[src/pkg/mesh_io_pkg.sv]
/*
  Shared constants for the mesh module status and local I/O block:
  clock rate, serial timing, indicator timing, register map and fields.
  Assumes a single 100 MHz clock and a 32-bit Avalon-MM register bus.
*/
package mesh_io_pkg;

  // ****************************************************************
  // Clock and timing.
  // ****************************************************************
  localparam int CLOCK_HZ         = 100_000_000;
  localparam int CYCLES_PER_MS    = CLOCK_HZ / 1000;
  localparam int BAUD_RATE        = 115200;
  localparam int BIT_CYCLES       = CLOCK_HZ / BAUD_RATE;
  localparam int HOLDOFF_MS       = 1000;
  localparam int HOLDOFF_CYCLES   = HOLDOFF_MS * CYCLES_PER_MS;
  localparam int SLOW_HALF_MS     = 500;
  localparam int SLOW_HALF_CYCLES = SLOW_HALF_MS * CYCLES_PER_MS;
  localparam int FAST_HALF_MS     = 100;
  localparam int FAST_HALF_CYCLES = FAST_HALF_MS * CYCLES_PER_MS;
  localparam int PULSE_MS         = 200;
  localparam int PULSE_CYCLES     = PULSE_MS * CYCLES_PER_MS;

  // ****************************************************************
  // Data widths and reset values.
  // ****************************************************************
  localparam int         ADC_BITS      = 10;
  localparam logic [9:0] ADC_FULL_CODE = 10'h3ff;
  localparam logic [7:0] GPIO_RESET    = 8'hff;
  localparam logic [7:0] GPIO_DIR_RESET = 8'h00;

  // ****************************************************************
  // Register byte offsets.
  // ****************************************************************
  localparam logic [4:0] OFS_CTRL     = 5'h00;
  localparam logic [4:0] OFS_EVENT    = 5'h04;
  localparam logic [4:0] OFS_STATUS   = 5'h08;
  localparam logic [4:0] OFS_GPIO_DIR = 5'h0c;
  localparam logic [4:0] OFS_GPIO_OUT = 5'h10;
  localparam logic [4:0] OFS_GPIO_IN  = 5'h14;
  localparam logic [4:0] OFS_ADC      = 5'h18;
  localparam logic [4:0] OFS_UART     = 5'h1c;

  // ****************************************************************
  // Field positions.
  // ****************************************************************
  localparam int CTRL_END_NODE  = 0;
  localparam int CTRL_CMD_MODE  = 1;
  localparam int EV_NET_OK      = 0;
  localparam int EV_NET_FAIL    = 1;
  localparam int EV_BIND_OK     = 2;
  localparam int EV_BIND_FAIL   = 3;
  localparam int EV_TX_OK       = 4;
  localparam int EV_TX_FAIL     = 5;
  localparam int EV_SLEEP       = 6;
  localparam int EV_WAKE        = 7;
  localparam int EV_KEY_CLEAR   = 8;

  // Pattern driven on the status output.
  typedef enum logic [2:0] {
    PAT_LOW  = 3'b000,
    PAT_SLOW = 3'b001,
    PAT_FAST = 3'b010,
    PAT_HIGH = 3'b011
  } pattern_e;

endpackage

[src/design/sync_2ff.sv]
/*
  Two-flop synchroniser for a group of independent level inputs.
  Assumes each bit is a slow level from a pin; bits are not coherent.
*/
`timescale 1ns/1ps
module sync_2ff #(
  parameter int WIDTH = 1,
  parameter logic [WIDTH-1:0] INIT = '0
) (
  input  wire logic             clock,
  input  wire logic             rst,
  input  wire logic [WIDTH-1:0] async_in,
  output logic      [WIDTH-1:0] sync_out
);

  logic [WIDTH-1:0] stage_one;

  // The first stage feeds only the second stage.
  always_ff @(posedge clock) begin
    if (rst) begin
      stage_one <= INIT;
      sync_out  <= INIT;
    end else begin
      stage_one <= async_in;
      sync_out  <= stage_one;
    end
  end

endmodule

[src/design/rate_divider.sv]
/*
  Free-running divider that emits a one-cycle enable pulse every DIVIDE
  cycles while run is high. Assumes DIVIDE is at least one.
*/
`timescale 1ns/1ps
module rate_divider #(
  parameter int DIVIDE = 2
) (
  input  wire logic clock,
  input  wire logic rst,
  input  wire logic run,
  output logic      tick
);

  localparam int W = (DIVIDE > 1) ? $clog2(DIVIDE) : 1;
  localparam logic [W-1:0] LAST = W'(DIVIDE - 1);

  logic [W-1:0] count;

  // Count while running; restart whenever stopped.
  always_ff @(posedge clock) begin
    if (rst || !run) begin
      count <= '0;
      tick  <= 1'b0;
    end else begin
      tick  <= (count == LAST);
      count <= (count == LAST) ? '0 : count + 1'b1;
    end
  end

endmodule

[src/design/module_status_and_local_io.sv]
/*
  Status and local I/O of a wireless mesh module: serial link, reset pin,
  analog code capture, indicator outputs, key input with sleep hold-off
  and an eight-bit port. Firmware drives it over Avalon-MM.
  Assumes all pins are asynchronous and the converter is on this clock.
*/
`timescale 1ns/1ps
module module_status_and_local_io
  import mesh_io_pkg::*;
#(
  parameter int SLOW_CYCLES    = SLOW_HALF_CYCLES,
  parameter int FAST_CYCLES    = FAST_HALF_CYCLES,
  parameter int PULSE_LEN      = PULSE_CYCLES,
  parameter int HOLDOFF_LEN    = HOLDOFF_CYCLES,
  parameter int UART_BIT_LEN   = BIT_CYCLES
) (
  input  wire logic                clock,
  input  wire logic                rst,
  input  wire logic [4:0]          address,
  input  wire logic                read,
  input  wire logic                write,
  input  wire logic [31:0]         writedata,
  output logic      [31:0]         readdata,
  output logic                     waitrequest,
  input  wire logic [ADC_BITS-1:0] adc_code,
  input  wire logic                adc_valid,
  output logic                     uart_tx,
  input  wire logic                uart_rx,
  input  wire logic                reset_n,
  output logic                     soft_reset,
  output logic                     status_led,
  output logic                     error_led,
  output logic                     ok_led,
  input  wire logic                key_n,
  output logic                     low_power,
  input  wire logic [7:0]          gpio_in,
  output logic      [7:0]          gpio_out,
  output logic      [7:0]          gpio_oe
);

  // ****************************************************************
  // Pin synchronisers and local reset.
  // ****************************************************************
  logic [10:0] pins_sync;
  logic        rx_s;
  logic        reset_n_s;
  logic        key_n_s;
  logic [7:0]  gpio_s;
  logic        lrst;

  sync_2ff #(.WIDTH(11), .INIT(11'h7ff)) u_sync (
    .clock    (clock),
    .rst      (rst),
    .async_in ({uart_rx, reset_n, key_n, gpio_in}),
    .sync_out (pins_sync)
  );

  // Split the synchronised pins; a low reset pin holds the block in reset.
  assign rx_s       = pins_sync[10];
  assign reset_n_s  = pins_sync[9];
  assign key_n_s    = pins_sync[8];
  assign gpio_s     = pins_sync[7:0];
  assign lrst       = rst | ~reset_n_s;
  assign soft_reset = ~reset_n_s;

  // ****************************************************************
  // Bus slave: one wait state, or more for a serial data write while the transmitter is busy.
  // ****************************************************************
  logic        ack;
  logic        tx_busy;
  logic        req;
  logic        tx_stall;
  logic        wr_ev;
  logic [31:0] rd_mux;
  logic        end_node;
  logic        cmd_mode;
  logic [7:0]  gpio_dir;
  logic [7:0]  gpio_val;
  logic [9:0]  adc_value;
  logic [7:0]  rx_data;
  logic        rx_full;
  logic        key_event;
  logic        sleeping;
  logic [8:0]  ev;

  // Decode; a write to the serial data register waits for the shifter.
  assign req         = read | write;
  assign tx_stall    = write & (address == OFS_UART) & tx_busy;
  assign waitrequest = req & ~ack;
  assign wr_ev       = write & ack & (address == OFS_EVENT);
  assign ev          = wr_ev ? writedata[8:0] : 9'h000;

  // Read multiplexer; unmapped offsets read as zero.
  always_comb begin
    case (address)
      OFS_CTRL:     rd_mux = {30'h0, cmd_mode, end_node};
      OFS_STATUS:   rd_mux = {24'h0, rx_full, key_event, ~key_n_s, sleeping,
                              error_led, ok_led, status_led, tx_busy};
      OFS_GPIO_DIR: rd_mux = {24'h0, gpio_dir};
      OFS_GPIO_OUT: rd_mux = {24'h0, gpio_val};
      OFS_GPIO_IN:  rd_mux = {24'h0, gpio_s};
      OFS_ADC:      rd_mux = {22'h0, adc_value};
      OFS_UART:     rd_mux = {23'h0, rx_full, rx_data};
      default:      rd_mux = 32'h0;
    endcase
  end

  // Acknowledge one cycle after the request; data stands with the ack.
  always_ff @(posedge clock) begin
    if (lrst) begin
      ack      <= 1'b0;
      readdata <= 32'h0;
    end else begin
      ack <= req & ~ack & ~tx_stall;
      if (read && !ack) begin
        readdata <= rd_mux;
      end
    end
  end

  // Writable configuration.
  always_ff @(posedge clock) begin
    if (lrst) begin
      end_node <= 1'b0;
      cmd_mode <= 1'b0;
      gpio_dir <= GPIO_DIR_RESET;
      gpio_val <= GPIO_RESET;
    end else if (write && ack) begin
      if (address == OFS_CTRL) begin
        end_node <= writedata[CTRL_END_NODE];
        cmd_mode <= writedata[CTRL_CMD_MODE];
      end
      if (address == OFS_GPIO_DIR) begin
        gpio_dir <= writedata[7:0];
      end
      if (address == OFS_GPIO_OUT) begin
        gpio_val <= writedata[7:0];
      end
    end
  end

  // Port pins follow the stored value where configured as output.
  assign gpio_out = gpio_val;
  assign gpio_oe  = gpio_dir;

  // Latest converter code, already scaled 000..3ff over the input range.
  always_ff @(posedge clock) begin
    if (lrst) begin
      adc_value <= 10'h000;
    end else if (adc_valid) begin
      adc_value <= adc_code;
    end
  end

  // ****************************************************************
  // Serial transmitter and receiver, 8-N-1.
  // ****************************************************************
  localparam int BW = $clog2(UART_BIT_LEN + 1);
  logic [BW-1:0] tx_cnt;
  logic [3:0]    tx_bits;
  logic [9:0]    tx_shift;
  logic [BW-1:0] rx_cnt;
  logic [3:0]    rx_bits;
  logic [7:0]    rx_shift;
  logic          rx_busy;
  logic          tx_load;
  logic          rx_done;
  logic          rx_take;

  assign tx_busy = (tx_bits != 4'd0);
  assign tx_load = write & ack & (address == OFS_UART);
  assign rx_take = read & ack & (address == OFS_UART);
  assign uart_tx = tx_shift[0];

  // Shift out start, eight data bits and stop, low bit first.
  always_ff @(posedge clock) begin
    if (lrst) begin
      tx_shift <= 10'h3ff;
      tx_bits  <= 4'd0;
      tx_cnt   <= '0;
    end else if (tx_load) begin
      tx_shift <= {1'b1, writedata[7:0], 1'b0};
      tx_bits  <= 4'd10;
      tx_cnt   <= BW'(UART_BIT_LEN - 1);
    end else if (tx_busy) begin
      if (tx_cnt == '0) begin
        tx_shift <= {1'b1, tx_shift[9:1]};
        tx_bits  <= tx_bits - 4'd1;
        tx_cnt   <= BW'(UART_BIT_LEN - 1);
      end else begin
        tx_cnt <= tx_cnt - 1'b1;
      end
    end
  end

  // Sample each bit at its middle after a start edge.
  always_ff @(posedge clock) begin
    if (lrst) begin
      rx_busy  <= 1'b0;
      rx_bits  <= 4'd0;
      rx_cnt   <= '0;
      rx_shift <= 8'h00;
      rx_done  <= 1'b0;
    end else begin
      rx_done <= 1'b0;
      if (!rx_busy) begin
        if (!rx_s) begin
          rx_busy <= 1'b1;
          rx_bits <= 4'd0;
          rx_cnt  <= BW'(UART_BIT_LEN / 2);
        end
      end else if (rx_cnt != '0) begin
        rx_cnt <= rx_cnt - 1'b1;
      end else begin
        rx_cnt  <= BW'(UART_BIT_LEN - 1);
        rx_bits <= rx_bits + 4'd1;
        if (rx_bits == 4'd0 && rx_s) begin
          rx_busy <= 1'b0; // False start.
        end else if (rx_bits >= 4'd1 && rx_bits <= 4'd8) begin
          rx_shift <= {rx_s, rx_shift[7:1]};
        end else if (rx_bits == 4'd9) begin
          rx_busy <= 1'b0;
          rx_done <= rx_s;
        end
      end
    end
  end

  // Received byte holding register; a new byte wins over a read clear.
  always_ff @(posedge clock) begin
    if (lrst) begin
      rx_data <= 8'h00;
      rx_full <= 1'b0;
    end else if (rx_done) begin
      rx_data <= rx_shift;
      rx_full <= 1'b1;
    end else if (rx_take) begin
      rx_full <= 1'b0;
    end
  end

  // ****************************************************************
  // Key input and sleep hold-off.
  // ****************************************************************
  localparam int HW = $clog2(HOLDOFF_LEN + 1);
  logic [HW-1:0] hold_cnt;
  logic          key_prev;
  logic          key_fall;
  logic          hold_done;
  logic          sleep_pend;

  assign key_fall  = key_prev & ~key_n_s;
  assign hold_done = (hold_cnt == HW'(HOLDOFF_LEN));

  // Key press is latched; a press in the clear cycle keeps the flag.
  always_ff @(posedge clock) begin
    if (lrst) begin
      key_prev  <= 1'b1;
      key_event <= 1'b0;
    end else begin
      key_prev <= key_n_s;
      if (key_fall) begin
        key_event <= 1'b1;
      end else if (ev[EV_KEY_CLEAR]) begin
        key_event <= 1'b0;
      end
    end
  end

  // Release timer restarts while the key is held down.
  always_ff @(posedge clock) begin
    if (lrst || !key_n_s) begin
      hold_cnt <= '0;
    end else if (!hold_done) begin
      hold_cnt <= hold_cnt + 1'b1;
    end
  end

  // An end node sleeps once the key has been released long enough.
  always_ff @(posedge clock) begin
    if (lrst) begin
      sleep_pend <= 1'b0;
      sleeping   <= 1'b0;
    end else if (ev[EV_WAKE] || (sleeping && key_fall)) begin
      sleep_pend <= 1'b0;
      sleeping   <= 1'b0;
    end else if (ev[EV_SLEEP] && end_node) begin
      sleep_pend <= 1'b1;
    end else if (sleep_pend && hold_done && key_n_s) begin
      sleep_pend <= 1'b0;
      sleeping   <= 1'b1;
    end
  end

  assign low_power = sleeping;

  // ****************************************************************
  // Indicator outputs.
  // ****************************************************************
  localparam int PW = $clog2(PULSE_LEN + 1);
  pattern_e  pattern;
  pattern_e  next_pattern;
  logic      slow_tick;
  logic      fast_tick;
  logic      blink;
  logic [PW-1:0] err_cnt;
  logic [PW-1:0] ok_cnt;
  logic      was_sleeping;
  logic      ok_fire;
  logic      err_fire;
  logic      next_status;
  logic      next_error;
  logic      next_ok;

  rate_divider #(.DIVIDE(SLOW_CYCLES)) u_slow (
    .clock (clock),
    .rst   (lrst),
    .run   (pattern == PAT_SLOW),
    .tick  (slow_tick)
  );

  rate_divider #(.DIVIDE(FAST_CYCLES)) u_fast (
    .clock (clock),
    .rst   (lrst),
    .run   (pattern == PAT_FAST),
    .tick  (fast_tick)
  );

  // Result events that start a single pulse.
  assign ok_fire  = ev[EV_NET_OK] | ev[EV_BIND_OK] | ev[EV_TX_OK];
  assign err_fire = ev[EV_NET_FAIL] | ev[EV_TX_FAIL];

  // Next status pattern from wake-up and the network and binding results.
  always_comb begin
    next_pattern = pattern;
    if (was_sleeping && !sleeping) begin
      next_pattern = PAT_HIGH;
    end else if (ev[EV_BIND_OK]) begin
      next_pattern = PAT_HIGH;
    end else if (ev[EV_BIND_FAIL]) begin
      next_pattern = PAT_SLOW;
    end else if (ev[EV_NET_FAIL]) begin
      next_pattern = PAT_FAST;
    end else if (ev[EV_NET_OK]) begin
      next_pattern = PAT_SLOW;
    end
  end

  // Pattern state, blink phase and pulse counters.
  always_ff @(posedge clock) begin
    if (lrst) begin
      pattern      <= PAT_LOW;
      blink        <= 1'b0;
      was_sleeping <= 1'b0;
      err_cnt      <= '0;
      ok_cnt       <= '0;
    end else begin
      pattern      <= next_pattern;
      was_sleeping <= sleeping;
      if (slow_tick || fast_tick) begin
        blink <= ~blink;
      end
      if (err_fire) begin
        err_cnt <= PW'(PULSE_LEN);
      end else if (err_cnt != '0) begin
        err_cnt <= err_cnt - 1'b1;
      end
      if (ok_fire) begin
        ok_cnt <= PW'(PULSE_LEN);
      end else if (ok_cnt != '0) begin
        ok_cnt <= ok_cnt - 1'b1;
      end
    end
  end

  // Output selection: command mode, then sleep, then normal patterns.
  always_comb begin
    if (cmd_mode) begin
      next_status = 1'b0;
      next_error  = 1'b1;
      next_ok     = 1'b1;
    end else if (sleeping) begin
      next_status = 1'b1;
      next_error  = 1'b1;
      next_ok     = 1'b1;
    end else begin
      case (pattern)
        PAT_HIGH: next_status = 1'b1;
        PAT_SLOW: next_status = blink;
        PAT_FAST: next_status = blink;
        default:  next_status = 1'b0;
      endcase
      next_error = (err_cnt != '0);
      next_ok    = (ok_cnt != '0);
    end
  end

  // Indicator pins come straight from flops.
  always_ff @(posedge clock) begin
    if (lrst) begin
      status_led <= 1'b0;
      error_led  <= 1'b0;
      ok_led     <= 1'b0;
    end else begin
      status_led <= next_status;
      error_led  <= next_error;
      ok_led     <= next_ok;
    end
  end

endmodule

[config.mk]
export PLATFORM = sky130hd
export DESIGN_NAME = module_status_and_local_io
export DESIGN_NICKNAME = d
export VERILOG_FILES = /design/src/pkg/mesh_io_pkg.sv /design/src/design/sync_2ff.sv /design/src/design/rate_divider.sv /design/src/design/module_status_and_local_io.sv
export SDC_FILE = /design/constraint.sdc
export NUM_CORES = 1
export LEC_CHECK = 0
export BUFFER_PORTS_ARGS = -buffer_cell sky130_fd_sc_hd__buf_2
export CORE_MARGIN = 1
export CORE_UTILIZATION = 25
export CTS_CLUSTER_DIAMETER = 120
export DETAILED_ROUTE_END_ITERATION = 8
export GPL_ROUTABILITY_DRIVEN = 0
export GPL_TIMING_DRIVEN = 0
export PLACE_DENSITY = 0.4
export SLEW_MARGIN = 10
export SYNTH_ARGS = -nofsm -noshare
export SYNTH_HDL_FRONTEND = slang
export SYNTH_SLANG_ARGS = --single-unit
[constraint.sdc]
create_clock -name clock -period 5.5 [get_ports clock]
set_input_delay 1.1 -clock clock [delete_from_list [all_inputs] [get_ports clock]]
set_output_delay 1.1 -clock clock [all_outputs]
set_load 0.02 [all_outputs]
==> flow_summary.toml <==
[run_status]
status = "finished, final reports clean"

[clock_network]
clk_pin_slew_ns = 0.06
post_cts_buffers = 0
cts_tree = "built"
clock_latency_ns = 0.57
cts.sinks = 257
postCtsHoldBufs = 0
ctsRootBufferMaster = "clkbuf_16"
cts_buffers = 31
htree_num_levels = 1
clockBufferDepth = 3
cts_resized = 0

[floorplan]
row_count = 78
die_w_microns = 217
die_y_microns = 217
core_sq_um = 45500
initial_core_util = 0.254
dieArea_sq_um = 47100
pin_count = 118

[timing]
max_freq_mhz = 313
fin_ws_ns = 2.31
period_needed_ns = 3.19
rsz0062_at_grt = "no"
worstMarginPinSlew_ns = 1.17
finalSetupViolations = 0
final.setup.tns_ns = 0
slew_violations = 0
hold_viol = 0
relSlewSlack = 0.210
fin_worst_skew_ns = 0.0279
fin_crit_sh = 0.581

[worst_setup_path]
crit_fanout = 10
cp-start-kind = "primary input"
critPathRequiredTime_ns = 5.95
crit_path_end_kind = "register"
r2r_slack_ns = 2.70
worstPathArrival_ns = 3.64
path_class = "primary input to register"

[synth]
synthCells = 1319
yosys_warnings = 0
syn_area_sq_um = 11500
ys_async_sr_fraction = 0
synth_area_leader_cell = "dfxtp_1"
seq_area_frac_synth = 0.446
ys_types = 61
synth_most_common_cell = "dfxtp_1"
yosysTopAreaCellShare = 0.446
synth.avg_cell_area_sq_um = 8.75
yosys_register_bits = 257
yosys-top-cells-count = "dfxtp_1, nor2_1, nand2_1"
synth_area_leaders = "dfxtp_1, nor2_1, mux2i_1"
synth_flop_cell = "dfxtp_1"
synth_edf_count = 0

[final_layout]
fin_nets = 1527
n_antenna_cell = 0
fin_area_sq_um = 13800
drive_above_1_share = 0.131
layout-area-overhead-vs-synth_pct = 19.2
fin_cells = 2069
regArea_sq_um = 5140
multiInputGateArea_sq_um = 6030
fillCellCount = 4872

[power_and_ir_drop]
power.density_nw_per_um2 = 477
p_seq_frac = 0.358
p_leak_nw = 5.12
pwr-share-clk = 0.303
vdd_ir_drop_max_mv = 0.205
switching_share = 0.359
p_switching_w = 0.00235
combPwrFrac = 0.339
p_int_w = 0.00420

[placement]
placed_cell_area_sq_um = 12800
place_inst = 2011
io_buffers = 69
post-place-ws_ns = 1.66
dp_hpwl_microns = 22300

[routing]
wl_per_cell_microns = 15.0
num_vias = 9517
via_per_inst = 4.60
ant_nets = 0
drc = 0
drt-initial-drc-count = 494
totalWireLength_microns = 30900
first_pass_iters = 5

[grt]
grt_pass1_vias = 9115
grt_pass1_wl_microns = 50400
grt-ovfl-total = 0
grt_antenna_before_repair = 0
globalRouteTotalUtil = 0.132
grt_max_degree = 16

[run]
maxCapViolations = 0

[hold_path]
hp-class = "register to register"
## cell families after synthesis
logic type	after synthesis	share of synthesized area
xor gates and xnor gates	101	0.0766
and+or+nand+nor	615	0.276
other	1	0.000325
adders and majority gates	20	0.0217
DFF	257	0.446
muxes	49	0.0426
AOI/OAI and AO/OA	169	0.0947
buffers and inverters	107	0.0424
## flip-flops by register name, indices dropped and copies added, names as in the netlist, 2 cells and up
register / flops
hold_cnt: 27
u_slow.count: 26
err_cnt: 25
ok_cnt: 25
u_fast.count: 24
u_sync.stage_one: 11
u_sync.sync_out: 11
adc_value: 10
readdata: 10
rx_cnt: 10
tx_cnt: 10
tx_shift: 9
gpio_oe: 8
gpio_out: 8
rx_data: 8
rx_shift: 8
rx_bits: 4
tx_bits: 4
pattern: 2
## per-stage QoR
step	hold slack [ns]	util	power, W
floorplan	0.389	-	0.00406
global placement	0.394	0.280	0.00460
detailed placement	0.393	0.281	0.00461
CTS	0.408	0.302	0.00665
global route	0.420	0.303	0.00706
finish	0.406	0.303	0.00656
## worst max-delay path, cell delays in order
cell and delay [ns]:
clkbuf_1 0.35, or3b_2 0.59, or3_1 0.40, clkbuf_1 0.30, nand2_1 0.33, clkbuf_1 0.45
nor2_1 0.10
## layout make-up
cell class / instances / share of cell area
tap: 600 / 0.0546
buffer: 75 / 0.0268
multi-input combinational: 976 / 0.438
inverter: 32 / 0.00873
timing repair buffer: 71 / 0.0260
sequential: 257 / 0.374
clock inverter: 8 / 0.00527
clock buffer: 50 / 0.0667
## power groups by stage
| stage | clock, W | sequential (W) | combinational (W) |
|---|---|---|---|
| after floorplan | 0 | 0.00233 | 0.00173 |
| after global placement | 0 | 0.00238 | 0.00221 |
| after detailed placement | 0 | 0.00239 | 0.00222 |
| after CTS | 0.00207 | 0.00235 | 0.00224 |
| after global routing | 0.00215 | 0.00239 | 0.00252 |
| final | 0.00199 | 0.00235 | 0.00222 |
## placed cells by master, fill, tap and decap left out, types with 32 or more instances in the layout
cell type and n:
a21oi_1 47, buf_2 74, clkbuf_1 55, dfxtp_1 257, inv_1 32, mux2i_1 48, nand2_1 77, nand3_1 53
nand4_1 35, nor2_1 196, nor3_1 43, nor4_1 33, o21ai_0 34, xnor2_1 50, xor2_1 51
## routing by layer
layer / up-vias / share of wire / GRT usage / wire length (microns)
li1: 4899 / - / - / -
met1: 4416 / 0.49 / 0.181 / 15100
met2: 161 / 0.46 / 0.215 / 14100
met3: 41 / 0.039 / 0.0203 / 1200
met4: 0 / 0.018 / 0.0343 / 560
met5: - / 0 / 0 / 0
## path summary, 6_finish.rpt
check	startpoint	endpoint	cells past startpoint
min reg2reg	u_sync.stage_one[4]$_SDFF_PP1_	u_sync.sync_out[4]$_SDFF_PP1_	1
min	u_sync.stage_one[4]$_SDFF_PP1_	u_sync.sync_out[4]$_SDFF_PP1_	1
max reg2reg	ok_cnt[10]$_SDFFE_PP0P_	ok_cnt[3]$_SDFFE_PP0P_	7
max	address[2]	ok_cnt[22]$_SDFFE_PP0P_	7
(Power assumes the default switching activity.)
